[src/port_pkg.sv]
package port_pkg;

  // ****************************************************************
  // Register offsets on the internal processor bus.
  // ****************************************************************
  localparam logic [7:0] port_a_data_offset = 8'h00;
  localparam logic [7:0] port_b_data_offset = 8'h01;
  localparam logic [7:0] port_c_data_offset = 8'h02;
  localparam logic [7:0] port_d_data_offset = 8'h03;
  localparam logic [7:0] port_a_dir_offset = 8'h04;
  localparam logic [7:0] port_b_dir_offset = 8'h05;
  localparam logic [7:0] port_c_dir_offset = 8'h06;
  localparam logic [7:0] nv_clock_ctrl_offset = 8'h07;
  localparam logic [7:0] converter_ctrl_offset = 8'h09;

  // ****************************************************************
  // Field positions and reset values.
  // ****************************************************************
  localparam int clock_out_select_bit = 3;
  localparam int nv_erase_select_bit = 2;
  localparam int nv_latch_select_bit = 1;
  localparam int nv_program_pulse_bit = 0;
  localparam int converter_power_on_bit = 5;
  localparam int clock_out_pin = 2;
  localparam logic [7:0] dir_reset_value = 8'h00;
  localparam logic [3:0] nv_clock_ctrl_reset_value = 4'h0;
  localparam logic converter_power_on_reset_value = 1'b0;

endpackage

[src/pin_sync.sv]
`timescale 1ns/100ps

// Two-flop synchroniser for a group of pin levels.
module pin_sync (
  // Clock and reset.
  input wire logic core_clk_in,
  input wire logic reset_n_in,
  // Asynchronous levels in, synchronised levels out.
  input wire logic [7:0] async_in,
  output logic [7:0] sync_out
);

  logic [7:0] stage1_q;

  // The first stage feeds only the second stage.
  always_ff @(posedge core_clk_in or negedge reset_n_in) begin
    if (!reset_n_in) begin
      stage1_q <= 8'h00;
      sync_out <= 8'h00;
    end else begin
      stage1_q <= async_in;
      sync_out <= stage1_q;
    end
  end

endmodule

[src/parallel_io_ports.sv]
`timescale 1ns/100ps

// What this block does
// - Three 8-bit bidirectional ports and one 8-bit input-only port.
// - A bidirectional pin drives when its direction bit is one.
// - Reset clears every direction register, making all pins inputs.
// - Direction registers are readable and writable by the processor.
// - Data writes always update the latch; drive only when output.
// - Data reads return latch for outputs, live pin for inputs.
// - Reset leaves the output latches unchanged.
// - Clock select routes a clock at half the core rate onto port C pin 2.
// - Clock select forces pin 2 direction to one; reads return latch.
// - Clock select clears on reset and holds until the register is written.
// - Input-only port has no direction register; feeds the converter.
// - After reset the converter is off; port reads as digital.
// - Converter power bit drives converter_power_on_out; port reads stay digital; reset clears.
module parallel_io_ports (
  // Clock and reset.
  input wire logic core_clk_in,
  input wire logic reset_n_in,
  // Processor register bus.
  input wire logic [7:0] bus_addr_in,
  input wire logic bus_write_in,
  input wire logic bus_read_in,
  input wire logic [7:0] bus_wdata_in,
  output logic [7:0] bus_rdata_out,
  // Bidirectional port pins.
  input wire logic [7:0] port_a_pins_in,
  output logic [7:0] port_a_pins_out,
  output logic [7:0] port_a_pins_oe_out,
  input wire logic [7:0] port_b_pins_in,
  output logic [7:0] port_b_pins_out,
  output logic [7:0] port_b_pins_oe_out,
  input wire logic [7:0] port_c_pins_in,
  output logic [7:0] port_c_pins_out,
  output logic [7:0] port_c_pins_oe_out,
  // Input-only port and converter hand-off.
  input wire logic [7:0] shared_input_pins_in,
  output logic converter_power_on_out,
  output logic [2:0] nv_ctrl_out
);

  // ****************************************************************
  // Storage.
  // ****************************************************************
  logic [7:0] latch_a_q;
  logic [7:0] latch_b_q;
  logic [7:0] latch_c_q;
  logic [7:0] dir_a_q;
  logic [7:0] dir_b_q;
  logic [7:0] dir_c_q;
  logic clock_out_select_q;
  logic [2:0] nv_bits_q;
  logic converter_power_on_q;
  logic clk_div_q;
  logic [7:0] sync_a;
  logic [7:0] sync_b;
  logic [7:0] sync_c;
  logic [7:0] sync_d;
  logic [7:0] dir_c_eff;
  logic [7:0] drive_c;
  logic [7:0] rdata_d;

  // Merges latch and pin per bit according to direction.
  function automatic logic [7:0] port_view(input logic [7:0] dir,
                                           input logic [7:0] latch,
                                           input logic [7:0] pins);
    port_view = (dir & latch) | (~dir & pins);
  endfunction

  // ****************************************************************
  // Pin synchronisers.
  // ****************************************************************
  // synchronise pin levels
  pin_sync sync_a_inst (
    .core_clk_in(core_clk_in),
    .reset_n_in(reset_n_in),
    .async_in(port_a_pins_in),
    .sync_out(sync_a)
  );
  pin_sync sync_b_inst (
    .core_clk_in(core_clk_in),
    .reset_n_in(reset_n_in),
    .async_in(port_b_pins_in),
    .sync_out(sync_b)
  );
  pin_sync sync_c_inst (
    .core_clk_in(core_clk_in),
    .reset_n_in(reset_n_in),
    .async_in(port_c_pins_in),
    .sync_out(sync_c)
  );
  pin_sync sync_d_inst (
    .core_clk_in(core_clk_in),
    .reset_n_in(reset_n_in),
    .async_in(shared_input_pins_in),
    .sync_out(sync_d)
  );

  // ****************************************************************
  // Output latches.
  // ****************************************************************
  // latches ignore reset
  always_ff @(posedge core_clk_in) begin
    if (bus_write_in && bus_addr_in == port_pkg::port_a_data_offset) begin
      latch_a_q <= bus_wdata_in;
    end
    if (bus_write_in && bus_addr_in == port_pkg::port_b_data_offset) begin
      latch_b_q <= bus_wdata_in;
    end
    if (bus_write_in && bus_addr_in == port_pkg::port_c_data_offset) begin
      latch_c_q <= bus_wdata_in;
    end
  end

  // ****************************************************************
  // Direction registers.
  // ****************************************************************
  // reset clears directions
  always_ff @(posedge core_clk_in or negedge reset_n_in) begin
    if (!reset_n_in) begin
      dir_a_q <= port_pkg::dir_reset_value;
      dir_b_q <= port_pkg::dir_reset_value;
      dir_c_q <= port_pkg::dir_reset_value;
    end else if (bus_write_in) begin
      if (bus_addr_in == port_pkg::port_a_dir_offset) begin
        dir_a_q <= bus_wdata_in;
      end else if (bus_addr_in == port_pkg::port_b_dir_offset) begin
        dir_b_q <= bus_wdata_in;
      end else if (bus_addr_in == port_pkg::port_c_dir_offset) begin
        dir_c_q <= bus_wdata_in;
      end
    end
  end

  // ****************************************************************
  // Clock-out and non-volatile control register.
  // ****************************************************************
  // cleared by reset or by a write of zero
  always_ff @(posedge core_clk_in or negedge reset_n_in) begin
    if (!reset_n_in) begin
      clock_out_select_q <=
        port_pkg::nv_clock_ctrl_reset_value[port_pkg::clock_out_select_bit];
      nv_bits_q <= {
        port_pkg::nv_clock_ctrl_reset_value[port_pkg::nv_erase_select_bit],
        port_pkg::nv_clock_ctrl_reset_value[port_pkg::nv_latch_select_bit],
        port_pkg::nv_clock_ctrl_reset_value[port_pkg::nv_program_pulse_bit]
      };
    end else if (bus_write_in &&
                 bus_addr_in == port_pkg::nv_clock_ctrl_offset) begin
      clock_out_select_q <= bus_wdata_in[port_pkg::clock_out_select_bit];
      nv_bits_q <= {bus_wdata_in[port_pkg::nv_erase_select_bit],
                    bus_wdata_in[port_pkg::nv_latch_select_bit],
                    bus_wdata_in[port_pkg::nv_program_pulse_bit]};
    end
  end

  // ****************************************************************
  // Converter power bit.
  // ****************************************************************
  // converter power drives the output only
  always_ff @(posedge core_clk_in or negedge reset_n_in) begin
    if (!reset_n_in) begin
      converter_power_on_q <= port_pkg::converter_power_on_reset_value;
    end else if (bus_write_in &&
                 bus_addr_in == port_pkg::converter_ctrl_offset) begin
      converter_power_on_q <= bus_wdata_in[port_pkg::converter_power_on_bit];
    end
  end

  // ****************************************************************
  // Clock output source, a flop at half the core rate.
  // ****************************************************************
  always_ff @(posedge core_clk_in or negedge reset_n_in) begin
    if (!reset_n_in) begin
      clk_div_q <= 1'b0;
    end else begin
      clk_div_q <= ~clk_div_q;
    end
  end

  // ****************************************************************
  // Effective port C direction and drive values.
  // ****************************************************************
  // force pin 2 direction
  always_comb begin
    dir_c_eff = dir_c_q;
    drive_c = latch_c_q;
    if (clock_out_select_q) begin
      dir_c_eff[port_pkg::clock_out_pin] = 1'b1;
      drive_c[port_pkg::clock_out_pin] = ~clk_div_q;
    end
  end

  // ****************************************************************
  // Pin drivers, registered.
  // ****************************************************************
  // drive when direction is one
  always_ff @(posedge core_clk_in or negedge reset_n_in) begin
    if (!reset_n_in) begin
      port_a_pins_out <= 8'h00;
      port_b_pins_out <= 8'h00;
      port_c_pins_out <= 8'h00;
      port_a_pins_oe_out <= 8'h00;
      port_b_pins_oe_out <= 8'h00;
      port_c_pins_oe_out <= 8'h00;
    end else begin
      port_a_pins_out <= latch_a_q;
      port_b_pins_out <= latch_b_q;
      port_c_pins_out <= drive_c;
      port_a_pins_oe_out <= dir_a_q;
      port_b_pins_oe_out <= dir_b_q;
      port_c_pins_oe_out <= dir_c_eff;
    end
  end

  // ****************************************************************
  // Read multiplexer.
  // ****************************************************************
  // latch or pin by direction
  always_comb begin
    rdata_d = 8'h00;
    if (bus_addr_in == port_pkg::port_a_data_offset) begin
      rdata_d = port_view(dir_a_q, latch_a_q, sync_a);
    end else if (bus_addr_in == port_pkg::port_b_data_offset) begin
      rdata_d = port_view(dir_b_q, latch_b_q, sync_b);
    end else if (bus_addr_in == port_pkg::port_c_data_offset) begin
      rdata_d = port_view(dir_c_eff, latch_c_q, sync_c);
    end else if (bus_addr_in == port_pkg::port_d_data_offset) begin
      rdata_d = sync_d;
    end else if (bus_addr_in == port_pkg::port_a_dir_offset) begin
      rdata_d = dir_a_q;
    end else if (bus_addr_in == port_pkg::port_b_dir_offset) begin
      rdata_d = dir_b_q;
    end else if (bus_addr_in == port_pkg::port_c_dir_offset) begin
      rdata_d = dir_c_q;
    end else if (bus_addr_in == port_pkg::nv_clock_ctrl_offset) begin
      // Each control bit returns at its own field position.
      rdata_d[port_pkg::clock_out_select_bit] = clock_out_select_q;
      rdata_d[port_pkg::nv_erase_select_bit] = nv_bits_q[2];
      rdata_d[port_pkg::nv_latch_select_bit] = nv_bits_q[1];
      rdata_d[port_pkg::nv_program_pulse_bit] = nv_bits_q[0];
    end else if (bus_addr_in == port_pkg::converter_ctrl_offset) begin
      rdata_d[port_pkg::converter_power_on_bit] = converter_power_on_q;
    end
  end

  // Read data and side outputs come from flops.
  always_ff @(posedge core_clk_in or negedge reset_n_in) begin
    if (!reset_n_in) begin
      bus_rdata_out <= 8'h00;
      converter_power_on_out <= 1'b0;
      nv_ctrl_out <= 3'h0;
    end else begin
      bus_rdata_out <= bus_read_in ? rdata_d : 8'h00;
      converter_power_on_out <= converter_power_on_q;
      nv_ctrl_out <= nv_bits_q;
    end
  end

endmodule

[config.mk]
export PLATFORM = sky130hd
export DESIGN_NAME = parallel_io_ports
export DESIGN_NICKNAME = d
export VERILOG_FILES = /design/src/port_pkg.sv /design/src/pin_sync.sv /design/src/parallel_io_ports.sv
export SDC_FILE = /design/constraint.sdc
export NUM_CORES = 1
export LEC_CHECK = 0
export ABC_AREA = 1
export BUFFER_PORTS_ARGS = -buffer_cell sky130_fd_sc_hd__buf_2
export CAP_MARGIN = 20
export CORE_MARGIN = 3
export CORE_UTILIZATION = 35
export DETAILED_ROUTE_END_ITERATION = 8
export GPL_ROUTABILITY_DRIVEN = 0
export HOLD_SLACK_MARGIN = 0.12
export SETUP_SLACK_MARGIN = 0.15
export SLEW_MARGIN = 10
export SYNTH_ARGS = -nofsm -noshare
export SYNTH_HDL_FRONTEND = slang
export SYNTH_SLANG_ARGS = --single-unit
export TNS_END_PERCENT = 1
[constraint.sdc]
create_clock -name core_clk_in -period 3.1 [get_ports core_clk_in]
set_clock_uncertainty 0.2 [all_clocks]
set_input_delay 0.465 -clock core_clk_in [delete_from_list [all_inputs] [get_ports core_clk_in]]
set_output_delay 0.465 -clock core_clk_in [all_outputs]
set_load 0.02 [all_outputs]
==> summary.md <==
| Metric | Value |
|---|---|
| Critical path startpoint | `bus_addr_in[7]` |
| Startpoint Class | `input port` |
| Detailed Routing Iterations Pass 1 | `4` |
| Post-synth top area share | `64.2%` |
| Vias | `3,974` |
| Synth Warn # | `0` |
| Global-route usage over all layers | `16.3%` |
| Synth Instances | `472` |
| Syn avg cell area | `12.7 sq um` |
| Leakage Power | `3.84 nW` |
| Final setup margin | `0.981 ns` |
| Mux cell area share after synthesis | `0.750%` |
| HPWL after DPL | `9760 microns` |
| CTS Buf Count | `17` |
| Most common cell in the synthesized netlist | `dfrtp_1` |
| Count of final hold-check violations | `0` |
| Sequential fraction of the synthesis area | `76.2%` |
| Ant diodes | `0` |
| Layout Nets | `698` |
| Post-Syn Nets | `524` |
| Compound-cell area share of the yosys netlist | `6.17%` |
| Library cells used by synthesis | `28` |
| Crit path kind | `in2reg` |
| Fin area | `7880 sq um` |
| Maximum vdd drop | `0.371 mV` |
| Core area | `16,700 sq um` |
| Slowest-stage cell, CP | `nor2_2` |
| Clock Tree Root | `clkbuf_16` |
| CP Data Arrival Time | `2.24 ns` |
| Worst-Skew Late Latency | `0.43 ns` |
| H-tree depth | `4` |
| Effective utilization at floorplan | `35.9%` |
| Hold Startpoint | `sync_c_inst.stage1_q[0]$_DFF_PN0_` |
| Final period util | `68.4%` |
| Reg2reg start | `dir_b_q[4]$_DFFE_PN0P_` |
| Dominant cell type by area after synthesis | `dfrtp_1` |
| Largest net degree at the start of global routing | `61` |
| Drc violations | `0` |
| CP cell instances | `buf_2 -> inv_1 -> nand2_1 -> nor2_2 -> buf_4 -> nand3_2 -> or2_1 -> nand2_1 -> nand3_1 -> nand2_1 -> inv_1` |
| Final Max Slew Viols | `0` |
| Total gr overflow | `0` |
| Port Buffers | `111` |
| Non-Filler Instances | `879` |
| Top cells by area, synth | `dfrtp_1 64%, edfxtp_1 12%, nand2_1 6.4%` |
| Status | `complete, no violations` |
| First-pass GRT wire length | `22,400 microns` |
| Post-Synth Adder-Cell Area | `0%` |
| Post-cts hold buffer count | `41` |
| Mapped Area | `6000 sq um` |
| 1st-iter DRT viols | `295` |
| Max_slew headroom | `59.1%` |
| Synth Area in XOR/XNOR | `0%` |
| Pwr/cell area | `612 nW/um^2` |
| Setup TNS | `0 ns` |
| Clock transition at path regs | `0.06 ns` |
| CP Max Fanout | `10` |
| Die Wd | `137 microns` |
| Ys flop type | `dfrtp_1` |
| Clk sinks | `178` |
| Setup repair bufs after CTS | `0` |
| Site Rows | `47` |
| CTS tree | `yes` |
| Class of the worst hold path | `reg2reg` |
| Avg WL per Cell | `16.3 microns` |
| Nature of the critical path endpoint | `flip-flop` |
| Setup violators final | `0` |
| RSZ-0062 raised after global routing | `false` |
| Required @ worst endpoint | `3.22 ns` |
| Commonest cells in the netlist | `154 x dfrtp_1, 102 x nand2_1, 48 x inv_1` |
| Fin util | `47.2%` |
| Inst Count DP | `806` |
| Ratio of cells with drive above 1 in the final layout | `27.8%` |
| Fmax | `0.472 GHz` |
| Largest family of logic cells by synthesized area | `simple AND/OR/NAND/NOR gates` |
| PostCTS Resize Cnt | `0` |
| Least-Margin Pin Slew | `0.613 ns` |
| Initial antenna violation count | `4` |
| Die area | `18,800 sq um` |
| Vias in the first global route | `4,161` |
| Chip Height | `137 microns` |
| Clock Path Buffers | `2` |
| Crit-path max cell delay | `0.48 ns` |
| Pre-CTS setup slack | `0.576 ns` |
| Routed Antenna Nets | `0` |
| Asr flop ratio synth | `86.5%` |
| Final min period | `2.12 ns` |
| Top cell by count, worst path | `nand2_1` |
| Via/cell ratio | `4.52` |
| Layout area overhead | `31.3%` |
| Total Routed Length | `14,300 microns` |
| IO Pins | `112` |
| Post-synth EDFFs | `24` |
| Simple-gate share of the synthesized area | `12.7%` |
| Max-cap violations | `0` |
| DP Area | `6890 sq um` |
| Seq cells post-synth | `178` |
layer usage:
| layer | track usage [%] | wire length (microns) |
|---|---|---|
| met5 | 0 | 63 |
| met1 | 20.3 | 6180 |
| met2 | 26.1 | 6860 |
| met3 | 5.81 | 949 |
| met4 | 6.15 | 250 |
sequential cells by signal, indices dropped and copies added, names as in the netlist, 8 cells and up:
| signal | count |
|---|---|
| port_c_pins_oe_out | 8 |
| latch_c_q | 8 |
| sync_d_inst.stage1_q | 8 |
| dir_a_q | 8 |
| dir_c_q | 8 |
| sync_a_inst.stage1_q | 8 |
| port_c_pins_out | 8 |
| latch_b_q | 8 |
| sync_a_inst.sync_out | 8 |
| sync_c_inst.stage1_q | 8 |
| sync_b_inst.sync_out | 8 |
| bus_rdata_out | 8 |
| port_b_pins_out | 8 |
| sync_d_inst.sync_out | 8 |
| dir_b_q | 8 |
| sync_b_inst.stage1_q | 8 |
| latch_a_q | 8 |
| port_b_pins_oe_out | 8 |
| sync_c_inst.sync_out | 8 |
| port_a_pins_out | 8 |
| port_a_pins_oe_out | 8 |
cell usage in the layout, fill, tap and decap left out, types with 2 or more instances in the layout:
cell type and n:
o21ai_1 33, inv_1 48, nand2_1 102, a21oi_1 8
nor2_2 4, nand2_2 5, o211ai_1 8, clkinv_2 3
buf_4 8, o21bai_1 4, mux2_2 4, nand3_1 21
inv_6 5, a31oi_1 8, clkbuf_16 18, dlygate4sd3_1 41
nor3_2 3, or2_1 4, dfrtp_1 154, o21ai_0 5
clkinv_4 2, nor2_4 2, nand3_2 5, nor2_1 15
inv_2 5, edfxtp_1 24, buf_2 110
per-stage QoR:
stage / total power, mW / hold WS (ns)
after global placement: 2.74 / 0.136
after global routing: 5.01 / 0.153
after detailed placement: 2.74 / 0.135
after floorplan: 2.60 / -0.0306
after CTS: 4.88 / 0.149
final: 4.82 / 0.148
cell type report:
cell class	instances	area, sq um
inverters	54	204
clock inverters	12	120
multi-input cells	234	1190
fillers	1546	8820
clock buffers	20	468
flip-flops and latches	178	4570
repair buffers	161	1050
well taps	220	275
power breakdown:
group	internal [mW]	switching, mW	leakage (nW)	total [mW]
clock network	1.19	0.896	0.289	2.09
registers	2.45	0.0416	2.15	2.49
logic	0.101	0.146	1.40	0.247
total	3.74	1.08	3.84	4.82
kinds of logic (layout without fill, tap and decap cells):
family / after synthesis / in the layout
flip-flops: 178 / 178
buffers and inverters: 60 / 247
AO/OA/AOI/OAI: 66 / 66
AND/OR/NAND/NOR: 164 / 164
multiplexers: 4 / 4
critical path: cells and delay by family:
| family | cells | cell delay, ns |
|---|---|---|
| simple gates | 7 | 1.29 |
| buf+inv | 4 | 0.47 |
final timing paths:
path                            depth (start not counted)  slack, ns                                 to
worst min-delay path                                    0       0.15  sync_c_inst.sync_out[0]$_DFF_PN0_
worst max register to register                          5       1.63         bus_rdata_out[4]$_DFF_PN0_
worst min register to register                          0       0.15  sync_c_inst.sync_out[0]$_DFF_PN0_
min in group asynchronous                               2       0.37  sync_b_inst.sync_out[6]$_DFF_PN0_
max in group asynchronous                               3       1.63  sync_c_inst.stage1_q[2]$_DFF_PN0_
worst max-delay path                                   11       0.98         bus_rdata_out[0]$_DFF_PN0_
(Power assumes the default switching activity.)
